`config.mk`:
```
export PLATFORM = sky130hd
export DESIGN_NAME = nested_priority_interrupt_control
export DESIGN_NICKNAME = d
export VERILOG_FILES = /design/src/inc/irq_ctl_pkg.sv /design/src/verilog/nested_priority_interrupt_control.sv
export SDC_FILE = /design/constraint.sdc
export NUM_CORES = 1
export LEC_CHECK = 0
export BUFFER_PORTS_ARGS = -buffer_cell sky130_fd_sc_hd__buf_2
export CORE_AREA = 2 2 158 199
export DETAILED_ROUTE_END_ITERATION = 8
export DIE_AREA = 0 0 160 201
export MAX_ROUTING_LAYER = met4
export SLEW_MARGIN = 30
export SYNTH_ARGS = -nofsm -noshare
export SYNTH_HDL_FRONTEND = slang
export SYNTH_SLANG_ARGS = --single-unit
export TNS_END_PERCENT = 5
```
`constraint.sdc`:
```
create_clock -name mclk -period 21.8 [get_ports mclk]
set_input_delay 3.27 -clock mclk [delete_from_list [all_inputs] [get_ports mclk]]
set_output_delay 3.27 -clock mclk [all_outputs]
set_load 0.02 [all_outputs]
```
`src/inc/irq_ctl_pkg.sv`:
```
/*
  shared constants, types and helpers of the nested interrupt controller.
  assumes an apb register slave with 32-bit data and a core that reports
  instruction completion events on the same clock.
*/
package irq_ctl_pkg;
  localparam int NVEC = 13;
  localparam int NEXT = 3;
  localparam int EXT_PINS = 4;
  localparam int EXT_BASE = 2;
  localparam int CC_HI_POS = 5;
  localparam int CC_LO_POS = 3;
  // level codes as held in the two current-level bits {high, low}
  localparam logic [1:0] LVL0 = 2'h2;
  localparam logic [1:0] LVL1 = 2'h1;
  localparam logic [1:0] LVL2 = 2'h0;
  localparam logic [1:0] LVL3 = 2'h3;
  localparam logic [1:0] PRIO_RST = 2'h3;
  localparam logic [5:0] PRIO_PAD = 6'h3f;
  localparam logic [15:0] VEC_RESET = 16'hfffe;
  localparam logic [15:0] VEC_TRAP = 16'hfffc;
  localparam logic [15:0] VEC_BASE = 16'hfffa;
  localparam logic [15:0] VEC_BOTTOM = 16'hffe0;
  // vectors able to end halt: 0, 2, 3, 4, 10
  localparam logic [NVEC-1:0] HALT_WAKE = 13'h041d;
  localparam logic [11:0] ADDR_PRIO_BASE = 12'h000;
  localparam logic [11:0] ADDR_IRQ_EN = 12'h010;
  localparam logic [11:0] ADDR_EXT_SEL = 12'h014;
  localparam logic [11:0] ADDR_EXT_EDGE = 12'h018;
  localparam logic [11:0] ADDR_STATUS = 12'h01c;
  localparam logic [NVEC-1:0] IRQ_EN_RST = 13'h0000;
  localparam logic [11:0] EXT_SEL_RST = 12'h000;
  localparam logic [2:0] EXT_EDGE_RST = 3'h0;

  typedef enum logic [2:0] {ST_RUN, ST_STACK, ST_VECTOR, ST_WAIT, ST_HALT} ctl_state_type;

  typedef struct packed {
    logic instr_end;
    logic trap;
    logic interrupt_return_instr;
    logic irq_enable_instr;
    logic sim;
    logic halt;
    logic wait_for_irq_instr;
    logic stack_done;
    logic [7:0] popped_cc;
  } core_evt_type;

  typedef struct packed {
    logic stack_req;
    logic vec_load;
    logic [15:0] vec_addr;
  } core_entry_type;

  // larger rank means higher software priority
  function automatic logic [1:0] lvl_rank(input logic [1:0] l);
    logic [1:0] r;
    r = 2'h0;
    unique case (l)
      LVL0: r = 2'h0;
      LVL1: r = 2'h1;
      LVL2: r = 2'h2;
      LVL3: r = 2'h3;
    endcase
    return r;
  endfunction
endpackage

```
`src/verilog/nested_priority_interrupt_control.sv`:
```
/*
  nested interrupt controller: latches requests, arbitrates by software
  then hardware priority, drives the core's entry sequence and level bits.
  assumes the core pulses its events on mclk, holds off the next
  instruction while stack_req or vec_load is high, and answers stacking
  with stack_done. external pins are asynchronous; peripheral inputs are not.
*/
// Design decisions made here: the APB slave port and the address map.
`timescale 1ns/1ns
module nested_priority_interrupt_control
  import irq_ctl_pkg::*;
(
  input wire logic mclk,
  input wire logic rstn,
  input wire logic [11:0] paddr,
  input wire logic psel,
  input wire logic penable,
  input wire logic pwrite,
  input wire logic [31:0] pwdata,
  output logic [31:0] prdata,
  output logic pready,
  output logic pslverr,
  input wire core_evt_type core_evt,
  output core_entry_type core_entry,
  output logic [1:0] cur_level,
  output logic [7:0] cc_level_bits,
  output logic core_asleep,
  input wire logic [NVEC-1:0] periph_flag,
  input wire logic [NVEC-1:0] periph_ien,
  input wire logic [NVEC-1:0] periph_clear,
  input wire logic [NEXT*EXT_PINS-1:0] ext_pins
);

  ctl_state_type state_r;
  ctl_state_type state_nxt;
  logic [1:0] lvl_r;
  logic [1:0] lvl_nxt;
  logic [1:0] prio_r [NVEC];
  logic [2*NVEC-1:0] prio_flat;
  logic [31:0] prio_ext;
  logic [NVEC-1:0] irq_en_r;
  logic [NEXT*EXT_PINS-1:0] ext_sel_r;
  logic [NEXT-1:0] ext_edge_r;
  logic [NEXT*EXT_PINS-1:0] ext_s1_r;
  logic [NEXT*EXT_PINS-1:0] ext_s2_r;
  logic [NEXT*EXT_PINS-1:0] ext_s3_r;
  logic [NEXT-1:0] line_req;
  logic [NVEC-1:0] src_req;
  logic [NVEC-1:0] pend_r;
  logic [NVEC-1:0] pend_nxt;
  logic [NVEC-1:0] entry_clr;
  logic [NVEC-1:0] eligible;
  logic best_found;
  logic [3:0] best_idx;
  logic [1:0] best_rank;
  logic [15:0] sel_vec_r;
  logic [1:0] sel_lvl_r;
  logic [3:0] sel_idx_r;
  logic sel_nmi_r;
  logic halt_first_r;
  logic [31:0] prdata_r;
  logic pslverr_r;

  wire in_run = state_r == ST_RUN;
  wire take_trap = in_run && core_evt.trap;
  wire take_irq = in_run && core_evt.instr_end && best_found && !core_evt.trap;
  wire wake_any = |(pend_r & irq_en_r);
  wire wake_halt = |(pend_r & irq_en_r & HALT_WAKE);
  wire [1:0] cur_rank = lvl_rank(lvl_r);
  wire [1:0] popped_lvl = {core_evt.popped_cc[CC_HI_POS], core_evt.popped_cc[CC_LO_POS]};

  // apb decode
  wire setup = psel && !penable;
  wire acc_wr = psel && penable && pwrite;
  wire prio_hit = paddr[11:4] == ADDR_PRIO_BASE[11:4] && paddr[1:0] == 2'h0;
  wire [1:0] prio_sel = paddr[3:2];
  wire en_hit = paddr == ADDR_IRQ_EN;
  wire sel_hit = paddr == ADDR_EXT_SEL;
  wire edge_hit = paddr == ADDR_EXT_EDGE;
  wire stat_hit = paddr == ADDR_STATUS;
  wire mapped = prio_hit || en_hit || sel_hit || edge_hit || stat_hit;
  wire [31:0] rd_val =
    prio_hit ? {24'h00_0000, prio_ext[{prio_sel, 3'h0} +: 8]} :
    en_hit ? {19'h0_0000, irq_en_r} :
    sel_hit ? {20'h0_0000, ext_sel_r} :
    edge_hit ? {29'h0000_0000, ext_edge_r} :
    stat_hit ? {14'h0000, pend_r, lvl_r, state_r} :
    32'h0000_0000;

  assign pready = psel && penable;
  assign prdata = prdata_r;
  assign pslverr = pslverr_r;
  // upper fields of the last priority register read as ones
  assign prio_ext = {PRIO_PAD, prio_flat};

  always_ff @(posedge mclk or negedge rstn) begin
    if (!rstn) begin
      prdata_r <= 32'h0000_0000;
      pslverr_r <= 1'b0;
    end else if (setup) begin
      prdata_r <= pwrite ? 32'h0000_0000 : rd_val;
      pslverr_r <= !mapped;
    end
  end

  always_ff @(posedge mclk or negedge rstn) begin
    if (!rstn) begin
      irq_en_r <= IRQ_EN_RST;
      ext_sel_r <= EXT_SEL_RST;
      ext_edge_r <= EXT_EDGE_RST;
    end else if (acc_wr) begin
      if (en_hit) irq_en_r <= pwdata[NVEC-1:0];
      if (sel_hit) ext_sel_r <= pwdata[NEXT*EXT_PINS-1:0];
      if (edge_hit) ext_edge_r <= pwdata[NEXT-1:0];
    end
  end

  // pins are asynchronous: two stages before any logic, a third for edges
  always_ff @(posedge mclk or negedge rstn) begin
    if (!rstn) begin
      ext_s1_r <= '0;
      ext_s2_r <= '0;
      ext_s3_r <= '0;
    end else begin
      ext_s1_r <= ext_pins;
      ext_s2_r <= ext_s1_r;
      ext_s3_r <= ext_s2_r;
    end
  end

  genvar k;
  generate
    for (k = 0; k < NEXT; k++) begin : g_line
      wire [EXT_PINS-1:0] lvl_now = ext_s2_r[k*EXT_PINS +: EXT_PINS];
      wire [EXT_PINS-1:0] lvl_old = ext_s3_r[k*EXT_PINS +: EXT_PINS];
      wire [EXT_PINS-1:0] act = ext_edge_r[k] ? (lvl_now & ~lvl_old) : lvl_now;
      assign line_req[k] = |(ext_sel_r[k*EXT_PINS +: EXT_PINS] & act);
    end
  endgenerate

  genvar i;
  generate
    for (i = 0; i < NVEC; i++) begin : g_vec
      localparam int REG = i / 4;
      localparam int FLD = i % 4;
      wire [1:0] wr_val = pwdata[2*FLD +: 2];
      wire wr_fld = acc_wr && prio_hit && prio_sel == 2'(REG) && wr_val != LVL0;
      always_ff @(posedge mclk or negedge rstn) begin
        if (!rstn) prio_r[i] <= PRIO_RST;
        else if (wr_fld) prio_r[i] <= wr_val;
      end
      assign prio_flat[2*i +: 2] = prio_r[i];
      if (i >= EXT_BASE && i < EXT_BASE + NEXT) begin : g_ext
        assign src_req[i] = line_req[i-EXT_BASE];
      end else begin : g_per
        assign src_req[i] = periph_flag[i] && periph_ien[i];
      end
      // a request must beat the running level and, right after halt, be halt-capable
      assign eligible[i] = pend_r[i] && irq_en_r[i] && lvl_rank(prio_r[i]) > cur_rank
                           && (!halt_first_r || HALT_WAKE[i]);
    end
  endgenerate

  // a new request in the clearing cycle survives: set wins over clear
  assign entry_clr = (state_r == ST_VECTOR && !sel_nmi_r) ?
                     ({{(NVEC-1){1'b0}}, 1'b1} << sel_idx_r) : '0;
  assign pend_nxt = (pend_r & ~(periph_clear | entry_clr)) | src_req;

  always_ff @(posedge mclk or negedge rstn) begin
    if (!rstn) pend_r <= '0;
    else pend_r <= pend_nxt;
  end

  // scan downward so that on equal rank the lower index (higher address) wins
  always_comb begin
    best_found = 1'b0;
    best_idx = 4'h0;
    best_rank = 2'h0;
    for (int v = NVEC - 1; v >= 0; v--) begin
      if (eligible[v] && (!best_found || lvl_rank(prio_r[v]) >= best_rank)) begin
        best_found = 1'b1;
        best_idx = 4'(v);
        best_rank = lvl_rank(prio_r[v]);
      end
    end
  end

  always_comb begin
    state_nxt = state_r;
    unique case (state_r)
      ST_RUN: begin
        if (take_trap || take_irq) state_nxt = ST_STACK;
        else if (core_evt.halt) state_nxt = ST_HALT;
        else if (core_evt.wait_for_irq_instr) state_nxt = ST_WAIT;
      end
      ST_STACK: if (core_evt.stack_done) state_nxt = ST_VECTOR;
      ST_VECTOR: state_nxt = ST_RUN;
      ST_WAIT: if (wake_any) state_nxt = ST_RUN;
      ST_HALT: if (wake_halt) state_nxt = ST_RUN;
    endcase
  end

  // reset itself is the first entry: vector state with the reset vector, no stacking
  always_ff @(posedge mclk or negedge rstn) begin
    if (!rstn) state_r <= ST_VECTOR;
    else state_r <= state_nxt;
  end

  always_ff @(posedge mclk or negedge rstn) begin
    if (!rstn) begin
      sel_vec_r <= VEC_RESET;
      sel_lvl_r <= LVL3;
      sel_idx_r <= 4'h0;
      sel_nmi_r <= 1'b1;
    end else if (take_trap) begin
      sel_vec_r <= VEC_TRAP;
      sel_lvl_r <= LVL3;
      sel_nmi_r <= 1'b1;
    end else if (take_irq) begin
      sel_vec_r <= VEC_BASE - {11'h000, best_idx, 1'b0};
      sel_lvl_r <= prio_r[best_idx];
      sel_idx_r <= best_idx;
      sel_nmi_r <= 1'b0;
    end
  end

  always_ff @(posedge mclk or negedge rstn) begin
    if (!rstn) halt_first_r <= 1'b0;
    else if (state_r == ST_HALT && wake_halt) halt_first_r <= 1'b1;
    else if (state_r == ST_VECTOR) halt_first_r <= 1'b0;
  end

  // level bits: entry, return and the dedicated instructions
  assign lvl_nxt =
    (state_r == ST_VECTOR) ? sel_lvl_r :
    !in_run ? lvl_r :
    core_evt.interrupt_return_instr ? popped_lvl :
    core_evt.sim ? LVL3 :
    (core_evt.irq_enable_instr || core_evt.halt || core_evt.wait_for_irq_instr) ? LVL0 :
    lvl_r;

  always_ff @(posedge mclk or negedge rstn) begin
    if (!rstn) lvl_r <= LVL3;
    else lvl_r <= lvl_nxt;
  end

  assign cur_level = lvl_r;
  assign cc_level_bits = {2'h0, lvl_r[1], 1'b0, lvl_r[0], 3'h0};
  assign core_asleep = state_r == ST_WAIT || state_r == ST_HALT;
  assign core_entry.stack_req = state_r == ST_STACK;
  assign core_entry.vec_load = state_r == ST_VECTOR;
  assign core_entry.vec_addr = sel_vec_r;
endmodule // nested_priority_interrupt_control

```
==> results of run 1 <==
==> logic make-up after synthesis <==
kind of cell    count (synthesis)  synth area share
simple gates                  274             0.152
xor+xnor                        1          0.000977
buf+inv                       108            0.0608
flops                         140             0.396
compound gates                255             0.206
fa+ha+maj                      93             0.130
mux                            42            0.0532
other cells                     2          0.000837
==> final timing paths <==
path                           endpoint  slack [ns]  cells past startpoint
setup / recovery           sel_lvl_r[1]        3.40                     88
max in group asynchronous     pend_r[8]       17.86                      2
min in group asynchronous   ext_s1_r[3]        2.80                      1
setup reg to reg           sel_lvl_r[1]        3.40                     88
hold / removal              ext_s2_r[7]        0.35                      0
hold reg to reg             ext_s2_r[7]        0.35                      0
==> registers in the layout (all words and copies together) (netlist names) <==
register / flops
sel_lvl_r: 2
sel_idx_r: 4
pslverr: 1
ext_s2_r: 12
ext_s3_r: 12
prio_ext: 26
halt_first_r: 1
sel_nmi_r: 1
prdata: 18
cur_level: 2
irq_en_r: 13
ext_edge_r: 3
sel_vec_r: 5
ext_s1_r: 12
pend_r: 13
ext_sel_r: 12
state_r: 3
==> power breakdown <==
part,internal (mW),switching (mW),leakage [nW],total (mW)
clock,0.183,0.118,0.286,0.301
sequential,0.272,0.0200,1.72,0.292
combinational,0.0642,0.110,3.04,0.174
total,0.520,0.248,5.04,0.767
==> layer usage <==
layer  part of all wire  track usage
met1               0.39        0.192
met2               0.51        0.307
met3              0.040       0.0221
met4              0.059       0.0997
met5                  0            -
==> per-stage QoR <==
stage,instances,power [mW]
after floorplan,944,0.406
after global placement,1420,0.462
after detailed placement,1420,0.469
after CTS,1452,0.770
after global routing,1452,0.806
final,1452,0.767
==> cell type report <==
class	instances	area, um^2
fill	3144	19900
multi-input combinational	696	5020
sequential	140	3550
timing repair buffer	125	658
tap	407	509
clock buffer	19	443
inverter	52	195
clock inverter	13	165
==> cell usage after synthesis, types with 7 or more instances <==
| cell | count | share of area |
|---|---|---|
| o211ai_1 | 8 | 0.0067 |
| mux2i_1 | 9 | 0.010 |
| buf_4 | 35 | 0.029 |
| a21o_1 | 13 | 0.011 |
| clkbuf_1 | 17 | 0.0071 |
| a31oi_1 | 10 | 0.0070 |
| a22oi_1 | 11 | 0.0092 |
| o21ai_0 | 43 | 0.024 |
| nand4_1 | 8 | 0.0056 |
| nand2b_1 | 18 | 0.013 |
| and2_1 | 13 | 0.0091 |
| a21oi_1 | 50 | 0.028 |
| nor2b_1 | 18 | 0.013 |
| dfrtp_1 | 103 | 0.29 |
| o21bai_1 | 13 | 0.011 |
| inv_1 | 51 | 0.021 |
| a22o_1 | 12 | 0.012 |
| nand2_1 | 88 | 0.037 |
| nor3_1 | 15 | 0.0084 |
| ha_1 | 93 | 0.13 |
| nand3_1 | 9 | 0.0050 |
| o221ai_1 | 10 | 0.0098 |
| nor2_1 | 60 | 0.025 |
| dfstp_2 | 37 | 0.11 |
| o2111ai_1 | 8 | 0.0078 |
| a32o_1 | 11 | 0.012 |
| o22ai_1 | 7 | 0.0049 |
| or3_1 | 7 | 0.0049 |
| mux2_2 | 31 | 0.039 |
==> results.py, run 1 <==
metrics = {
    "outcome": {
        "status": "completed",
    },
    "clock_network": {
        "clock-sinks": 140,
        "clkSlewWorstSetupHoldPaths_ns": 0.06,
        "cts_hold_buf": 0,
        "post_cts_buffers": 0,
        "numCtsBuffers": 17,
        "clockBufferDepth": 2,
        "cts_root_buffer": "clkbuf_16",
        "insertion_delay_ns": 0.43,
        "tritoncts": "done",
        "ctsResizeCount": 0,
        "htree_levels": 4,
    },
    "min_path": {
        "min_path_type": "reg2reg",
        "holdCritStartpoint": "ext_s1_r[7]",
    },
    "place": {
        "place_area_um2": 9930,
        "portBuffers": 116,
        "pre_cts_ws_ns": 3.39,
        "place.gp.congestion": 0.978,
        "place_hpwl_um": 22000,
    },
    "floorplanning": {
        "rows": 72,
        "ioPinCount": 179,
        "core_um2": 30400,
        "floorplan.die.width_um": 160,
        "die_y_um": 201,
        "start_util": 0.295,
        "fp.dieArea_um2": 32200,
    },
    "critical_path": {
        "crit_path_max_fanout": 13,
        "crit_required_ns": 22.14,
        "cp_slowest_stage_delay_ns": 0.64,
        "cpMostUsedCell": "ha_1",
        "reg2reg_from": "cur_level[0]",
        "arrival_ns": 18.74,
        "start_kind": "flop",
        "slowest_stage": "a21oi_2",
        "critPathLaunch": "cur_level[0]",
        "crit_type": "reg2reg",
        "crit_buf_inv": 8,
        "cp_top_family": "compound AO/OA/AOI/OAI gates",
        "end_kind": "flop",
    },
    "synth": {
        "ys_types": 83,
        "syn_area_um2": 8970,
        "ys_ff_latch": 140,
        "avgSynthCellArea_um2": 9.80,
        "synth-async-reset-ratio": 1.00,
        "synth_edf_count": 0,
        "seq_area_frac_synth": 0.396,
        "yosys_most_used_dff": "dfrtp_1",
        "yosysWarnings": 0,
        "synthCells": 915,
    },
    "sta": {
        "finClkSkew_ns": 0.00670,
        "finalMaxSlewViolations": 0,
        "timing.final.crit_share": 0.844,
        "fmax_mhz": 54.3,
        "layout_setup_ws_ns": 3.40,
        "rsz0062_at_grt": "no",
        "fin_hold_ws_ns": 0.347,
        "setup-tns-final_ns": 0,
        "setup_viol": 0,
        "period_needed_ns": 18.40,
        "slew_headroom": 0.327,
        "final_hold_viol_count": 0,
        "worst_pin_slew_ns": 1.00,
    },
    "detailed_routing": {
        "routedWlPerCell_um": 19.1,
        "vias": 7588,
        "drtIter0Drc": 512,
        "detail-route-antenna-nets": 0,
        "vias_per_cell": 5.23,
        "routed_wl_um": 27800,
        "drc": 0,
        "drtPass1Iterations": 5,
    },
    "grt": {
        "overflow": 0,
        "grt_max_degree": 83,
        "grt_pass1_vias": 7294,
        "grt_pass1_wl_um": 42100,
        "antenna_found_initial": 0,
        "grtUsageTotal": 0.175,
    },
    "final_layout": {
        "drive_above_1_share": 0.250,
        "nets": 1241,
        "insertedDiodeCount": 0,
        "area_delta_synth_final_pct": 17.6,
        "most-common-layout-cells": "buf_2 (115), dfrtp_1 (103), ha_1 (93)",
        "final_area_um2": 10500,
        "layout_commonest_cell": "buf_2",
        "fin_util": 0.346,
    },
    "run": {
        "maxCapViolCount": 0,
    },
    "pwr": {
        "power_leakage_nw": 5.04,
        "power_density_nw_per_um2": 72.8,
        "ir_drop_mv": 0.0821,
    },
}
(Power assumes the default switching activity.)
==> run 2: changes to the inputs <==
ABC_AREA = 1   (was default)
clock period = 18.8 ns   (was 21.8 ns; I/O delays follow)
==> results.py, run 2 <==
metrics = {
    "pwr": {
        "power_leakage_nw": 5.57,
        "power_density_nw_per_um2": 85.6,
        "ir_drop_mv": 0.0728,
        "finalPower_mw": 0.907,
    },
    "sta": {
        "fmax_mhz": 69.2,
        "final_hold_viol_count": 0,
        "worst_pin_slew_ns": 0.928,
        "setup_viol": 0,
        "period_needed_ns": 14.45,
        "rsz0062_at_grt": "no",
        "timing.final.crit_share": 0.768,
        "finalMaxSlewViolations": 0,
        "setup-tns-final_ns": 0,
        "finClkSkew_ns": 0.0101,
        "slew_headroom": 0.379,
    },
    "clock_network": {
        "cts_hold_buf": 0,
        "clkSlewWorstSetupHoldPaths_ns": 0.06,
        "clockBufferDepth": 2,
        "insertion_delay_ns": 0.43,
        "cts_root_buffer": "clkbuf_16",
        "ctsResizeCount": 0,
        "htree_levels": 4,
        "tritoncts": "done",
        "clock-sinks": 140,
        "numCtsBuffers": 17,
        "post_cts_buffers": 0,
    },
    "critical_path": {
        "rrSetupSlack_ns": 4.35,
        "crit_path_max_fanout": 14,
        "slowest_stage": "dfstp_2",
        "cp_slowest_stage_delay_ns": 0.56,
        "cpMostUsedCell": "nand2_1",
        "end_kind": "flop",
        "crit_path_end": "sel_lvl_r[1]",
        "crit_type": "reg2reg",
        "crit_buf_inv": 23,
        "r2r_cells": 118,
        "path_depth": 118,
        "critPathLaunch": "cur_level[0]",
        "r2r_end": "sel_lvl_r[1]",
        "cp_top_family": "simple AND/OR/NAND/NOR gates",
        "arrival_ns": 14.81,
        "crit_required_ns": 19.16,
        "start_kind": "flop",
        "reg2reg_from": "cur_level[0]",
    },
    "detailed_routing": {
        "vias_per_cell": 4.69,
        "drc": 0,
        "routed_wl_um": 26100,
        "routedWlPerCell_um": 15.4,
        "vias": 7926,
        "drtIter0Drc": 516,
        "detail-route-antenna-nets": 0,
        "drtPass1Iterations": 5,
    },
    "synth": {
        "synthCells": 1145,
        "yosys_most_used_dff": "dfrtp_1",
        "synthTopCellsByCount": "nand2_1 (284), inv_1 (160), dfrtp_1 (103)",
        "synth_edf_count": 0,
        "yosys.area.top_type_share": 0.287,
        "synth-async-reset-ratio": 1.00,
        "yosysWarnings": 0,
        "seq_area_frac_synth": 0.396,
        "ys_ff_latch": 140,
        "ys_types": 47,
        "syn_area_um2": 8970,
        "ys_top_cells_by_area": "dfrtp_1 (29%), ha_1 (13%), nand2_1 (12%)",
        "synth.most_common_cell": "nand2_1",
        "yosysTopAreaCell": "dfrtp_1",
        "avgSynthCellArea_um2": 7.84,
    },
    "grt": {
        "grt_pass1_wl_um": 41300,
        "antenna_found_initial": 0,
        "overflow": 0,
        "grt_pass1_vias": 7804,
        "grtUsageTotal": 0.170,
        "grt_max_degree": 61,
    },
    "place": {
        "portBuffers": 116,
        "place_hpwl_um": 21200,
        "place.gp.congestion": 0.930,
    },
    "final_layout": {
        "largest_reg_flops": 26,
        "insertedDiodeCount": 0,
        "area_delta_synth_final_pct": 18.1,
        "nFillCells": 3221,
        "drive_above_1_share": 0.172,
        "layout_commonest_cell": "nand2_1",
        "nets": 1480,
        "most-common-layout-cells": "nand2_1 (284), inv_1 (160), buf_2 (115)",
    },
    "floorplanning": {
        "core_um2": 30400,
        "floorplan.die.width_um": 160,
        "start_util": 0.295,
        "die_y_um": 201,
        "fp.dieArea_um2": 32200,
        "rows": 72,
        "ioPinCount": 179,
    },
    "min_path": {
        "min_path_type": "reg2reg",
    },
    "run": {
        "maxCapViolCount": 0,
    },
    "outcome": {
        "status": "completed",
    },
}
[run 2: changes by cell type after synthesis, moves of 12 or more]
cell | previous run | this run
a21o_1 | 13 | 1
inv_1 | 51 | 160
mux2_2 | 31 | 1
nand2_1 | 88 | 284
nand2b_1 | 18 | 0
nand3_1 | 9 | 76
nor2_1 | 60 | 88
nor2b_1 | 18 | 0
o21ai_0 | 43 | 81
[run 2: metrics by stage]
| step | setup slack, ns | std cells | utilization | instance area, um^2 | hold slack (ns) |
|---|---|---|---|---|---|
| 6_report | 4.35 | 1691 | 0.348 | 10600 | 0.348 |
| 5_1_grt | 2.71 | 1691 | 0.348 | 10600 | 0.354 |
| 4_1_cts | 4.42 | 1691 | 0.348 | 10600 | 0.350 |
| 3_5_place_dp | 4.52 | 1659 | 0.326 | 9940 | 0.335 |
| 3_3_place_gp | 4.69 | 1658 | 0.325 | 9910 | 0.332 |
| 2_1_floorplan | 6.04 | 1174 | - | 9080 | 0.331 |
[run 2: how the worst min path moves through the flow]
stage / slack (ns) / end / startpoint / cells after the start
after floorplan: 0.33 / ext_s2_r[0] / ext_s1_r[0] / 0
after detailed placement: 0.33 / ext_s2_r[5] / ext_s1_r[5] / 0
after CTS: 0.35 / ext_s2_r[5] / ext_s1_r[5] / 0
final: 0.35 / ext_s2_r[10] / ext_s1_r[10] / 0
after global routing: 0.35 / ext_s2_r[0] / ext_s1_r[0] / 0
after global placement: 0.33 / ext_s2_r[6] / ext_s1_r[6] / 0
[run 2: cell type report]
type                            count  area (um^2)  area share
Sequential cell                   140         3550       0.335
Multi-Input combinational cell    826         4620       0.435
Tap cell                          407          509      0.0480
Clock inverter                     13          204      0.0192
Clock buffer                       19          453      0.0427
Inverter                          164          616      0.0581
Timing Repair Buffer              122          652      0.0615
[run 2: cell families after synthesis]
family	Yosys count	share of synthesized area
xor+xnor	1	0.000976
other cells	2	0.000837
fa+ha+maj	93	0.130
buf+inv	208	0.103
flops	140	0.396
compound gates	182	0.118
simple gates	518	0.251
mux	1	0.00125
[run 2: routing by layer]
metal  track usage  share of wire
met5             -              0
met4        0.0878          0.049
met3        0.0227          0.043
met2         0.298           0.50
met1         0.189           0.41
[run 2: where the power goes]
part	internal [mW]	switching, mW
clock network	0.233	0.139
logic	0.0742	0.135
registers	0.316	0.0102
==> run 3: changes to the inputs <==
clock period = 14.75 ns   (was 18.8 ns; I/O delays follow)
==> results.py, run 3 (synthesized netlist as in run 2, its figures left out) <==
metrics = {
    "outcome": {
        "status": "completed",
    },
    "sta": {
        "setup_viol": 0,
        "period_needed_ns": 13.30,
        "fmax_mhz": 75.2,
        "slew_headroom": 0.377,
        "worst_pin_slew_ns": 0.926,
        "setup-tns-final_ns": 0,
        "finalMaxSlewViolations": 0,
        "timing.final.crit_share": 0.902,
        "fin_hold_ws_ns": 0.348,
        "layout_setup_ws_ns": 1.45,
        "final_hold_viol_count": 0,
        "finClkSkew_ns": 0.00912,
    },
    "pwr": {
        "finalPower_mw": 1.15,
        "ir_drop_mv": 0.101,
        "power_density_nw_per_um2": 107,
        "power_leakage_nw": 5.59,
    },
    "critical_path": {
        "slowest_stage": "dfstp_2",
        "crit_path_max_fanout": 8,
        "start_kind": "flop",
        "cpMostUsedCell": "nand2_1",
        "crit_buf_inv": 21,
        "crit_required_ns": 15.10,
        "critPathLaunch": "cur_level[0]",
        "reg2reg_from": "cur_level[0]",
        "r2r_cells": 116,
        "cp_top_family": "simple AND/OR/NAND/NOR gates",
        "path_depth": 116,
        "end_kind": "flop",
        "arrival_ns": 13.65,
        "crit_type": "reg2reg",
        "cp_slowest_stage_delay_ns": 0.56,
    },
    "place": {
        "dp_cells": 1658,
        "place.gp.congestion": 0.928,
        "portBuffers": 116,
        "place_hpwl_um": 21000,
        "pre_cts_ws_ns": 0.423,
        "place_area_um2": 9910,
    },
    "final_layout": {
        "layout_commonest_cell": "nand2_1",
        "largest_reg_flops": 26,
        "nets": 1488,
        "fin_cells": 1699,
        "final_area_um2": 10700,
        "most-common-layout-cells": "nand2_1 (277), inv_1 (157), buf_2 (115)",
        "drive_above_1_share": 0.195,
        "fin_util": 0.353,
        "insertedDiodeCount": 0,
        "area_delta_synth_final_pct": 19.7,
    },
    "grt": {
        "overflow": 0,
        "antenna_found_initial": 0,
        "grt_max_degree": 86,
        "grt_pass1_vias": 7623,
        "grtUsageTotal": 0.167,
        "grt_pass1_wl_um": 40700,
    },
    "floorplanning": {
        "rows": 72,
        "ioPinCount": 179,
        "core_um2": 30400,
        "die_y_um": 201,
        "fp.dieArea_um2": 32200,
        "start_util": 0.295,
        "floorplan.die.width_um": 160,
    },
    "detailed_routing": {
        "drtPass1Iterations": 5,
        "vias_per_cell": 4.73,
        "wl_met2_um": 13100,
        "routedWlPerCell_um": 15.3,
        "drt-met1-wl_um": 10500,
        "vias": 8039,
        "drc": 0,
        "detail-route-antenna-nets": 0,
        "drtIter0Drc": 440,
        "met3WireLength_um": 1100,
        "routed_wl_um": 26000,
        "highest_layer": "met4",
    },
    "min_path": {
        "min_path_type": "reg2reg",
        "holdCritStartpoint": "ext_s1_r[10]",
        "holdPathStages": 0,
    },
    "clock_network": {
        "clkSlewWorstSetupHoldPaths_ns": 0.06,
        "numCtsBuffers": 17,
        "cts_hold_buf": 0,
        "clock-sinks": 140,
        "clockBufferDepth": 2,
        "cts_root_buffer": "clkbuf_16",
        "tritoncts": "done",
        "insertion_delay_ns": 0.43,
        "htree_levels": 4,
    },
    "run": {
        "maxCapViolCount": 0,
    },
}
## run 3: final timing paths
check	to	slack, ns
max reg2reg	sel_lvl_r[1]	1.45
max in group asynchronous	sel_idx_r[3]	11.87
min in group asynchronous	ext_s3_r[0]	1.73
min	ext_s2_r[10]	0.35
max	sel_lvl_r[1]	1.45
min reg2reg	ext_s2_r[10]	0.35
## run 3: report_power, final
group | leakage, nW | internal (mW) | switching (mW)
combinational | 3.58 | 0.0980 | 0.179
clock | 0.302 | 0.273 | 0.180
sequential | 1.71 | 0.403 | 0.0133
total | 5.59 | 0.774 | 0.372
## run 3: per-layer routing
metal,GRT usage,up-vias
met5,-,-
met4,0.0875,0
met3,0.0174,65
met2,0.288,266
met1,0.190,3757
li1,-,3951
## run 3: area by class of cell
| cell class | count | area (um^2) |
|---|---|---|
| Timing Repair Buffer | 130 | 703 |
| Tap cell | 407 | 509 |
| Inverter | 164 | 621 |
| Fill cell | 3244 | 19700 |
| Clock inverter | 15 | 205 |
| Multi-Input combinational cell | 826 | 4730 |
| Clock buffer | 17 | 425 |
| Sequential cell | 140 | 3550 |
## run 3: what timing repair did
| action | CTS | global route |
|---|---|---|
| setup buffers | 0 | 9 |
| endpoints found under the setup margin | 0 | 10 |
| resized for setup | 0 | 39 |
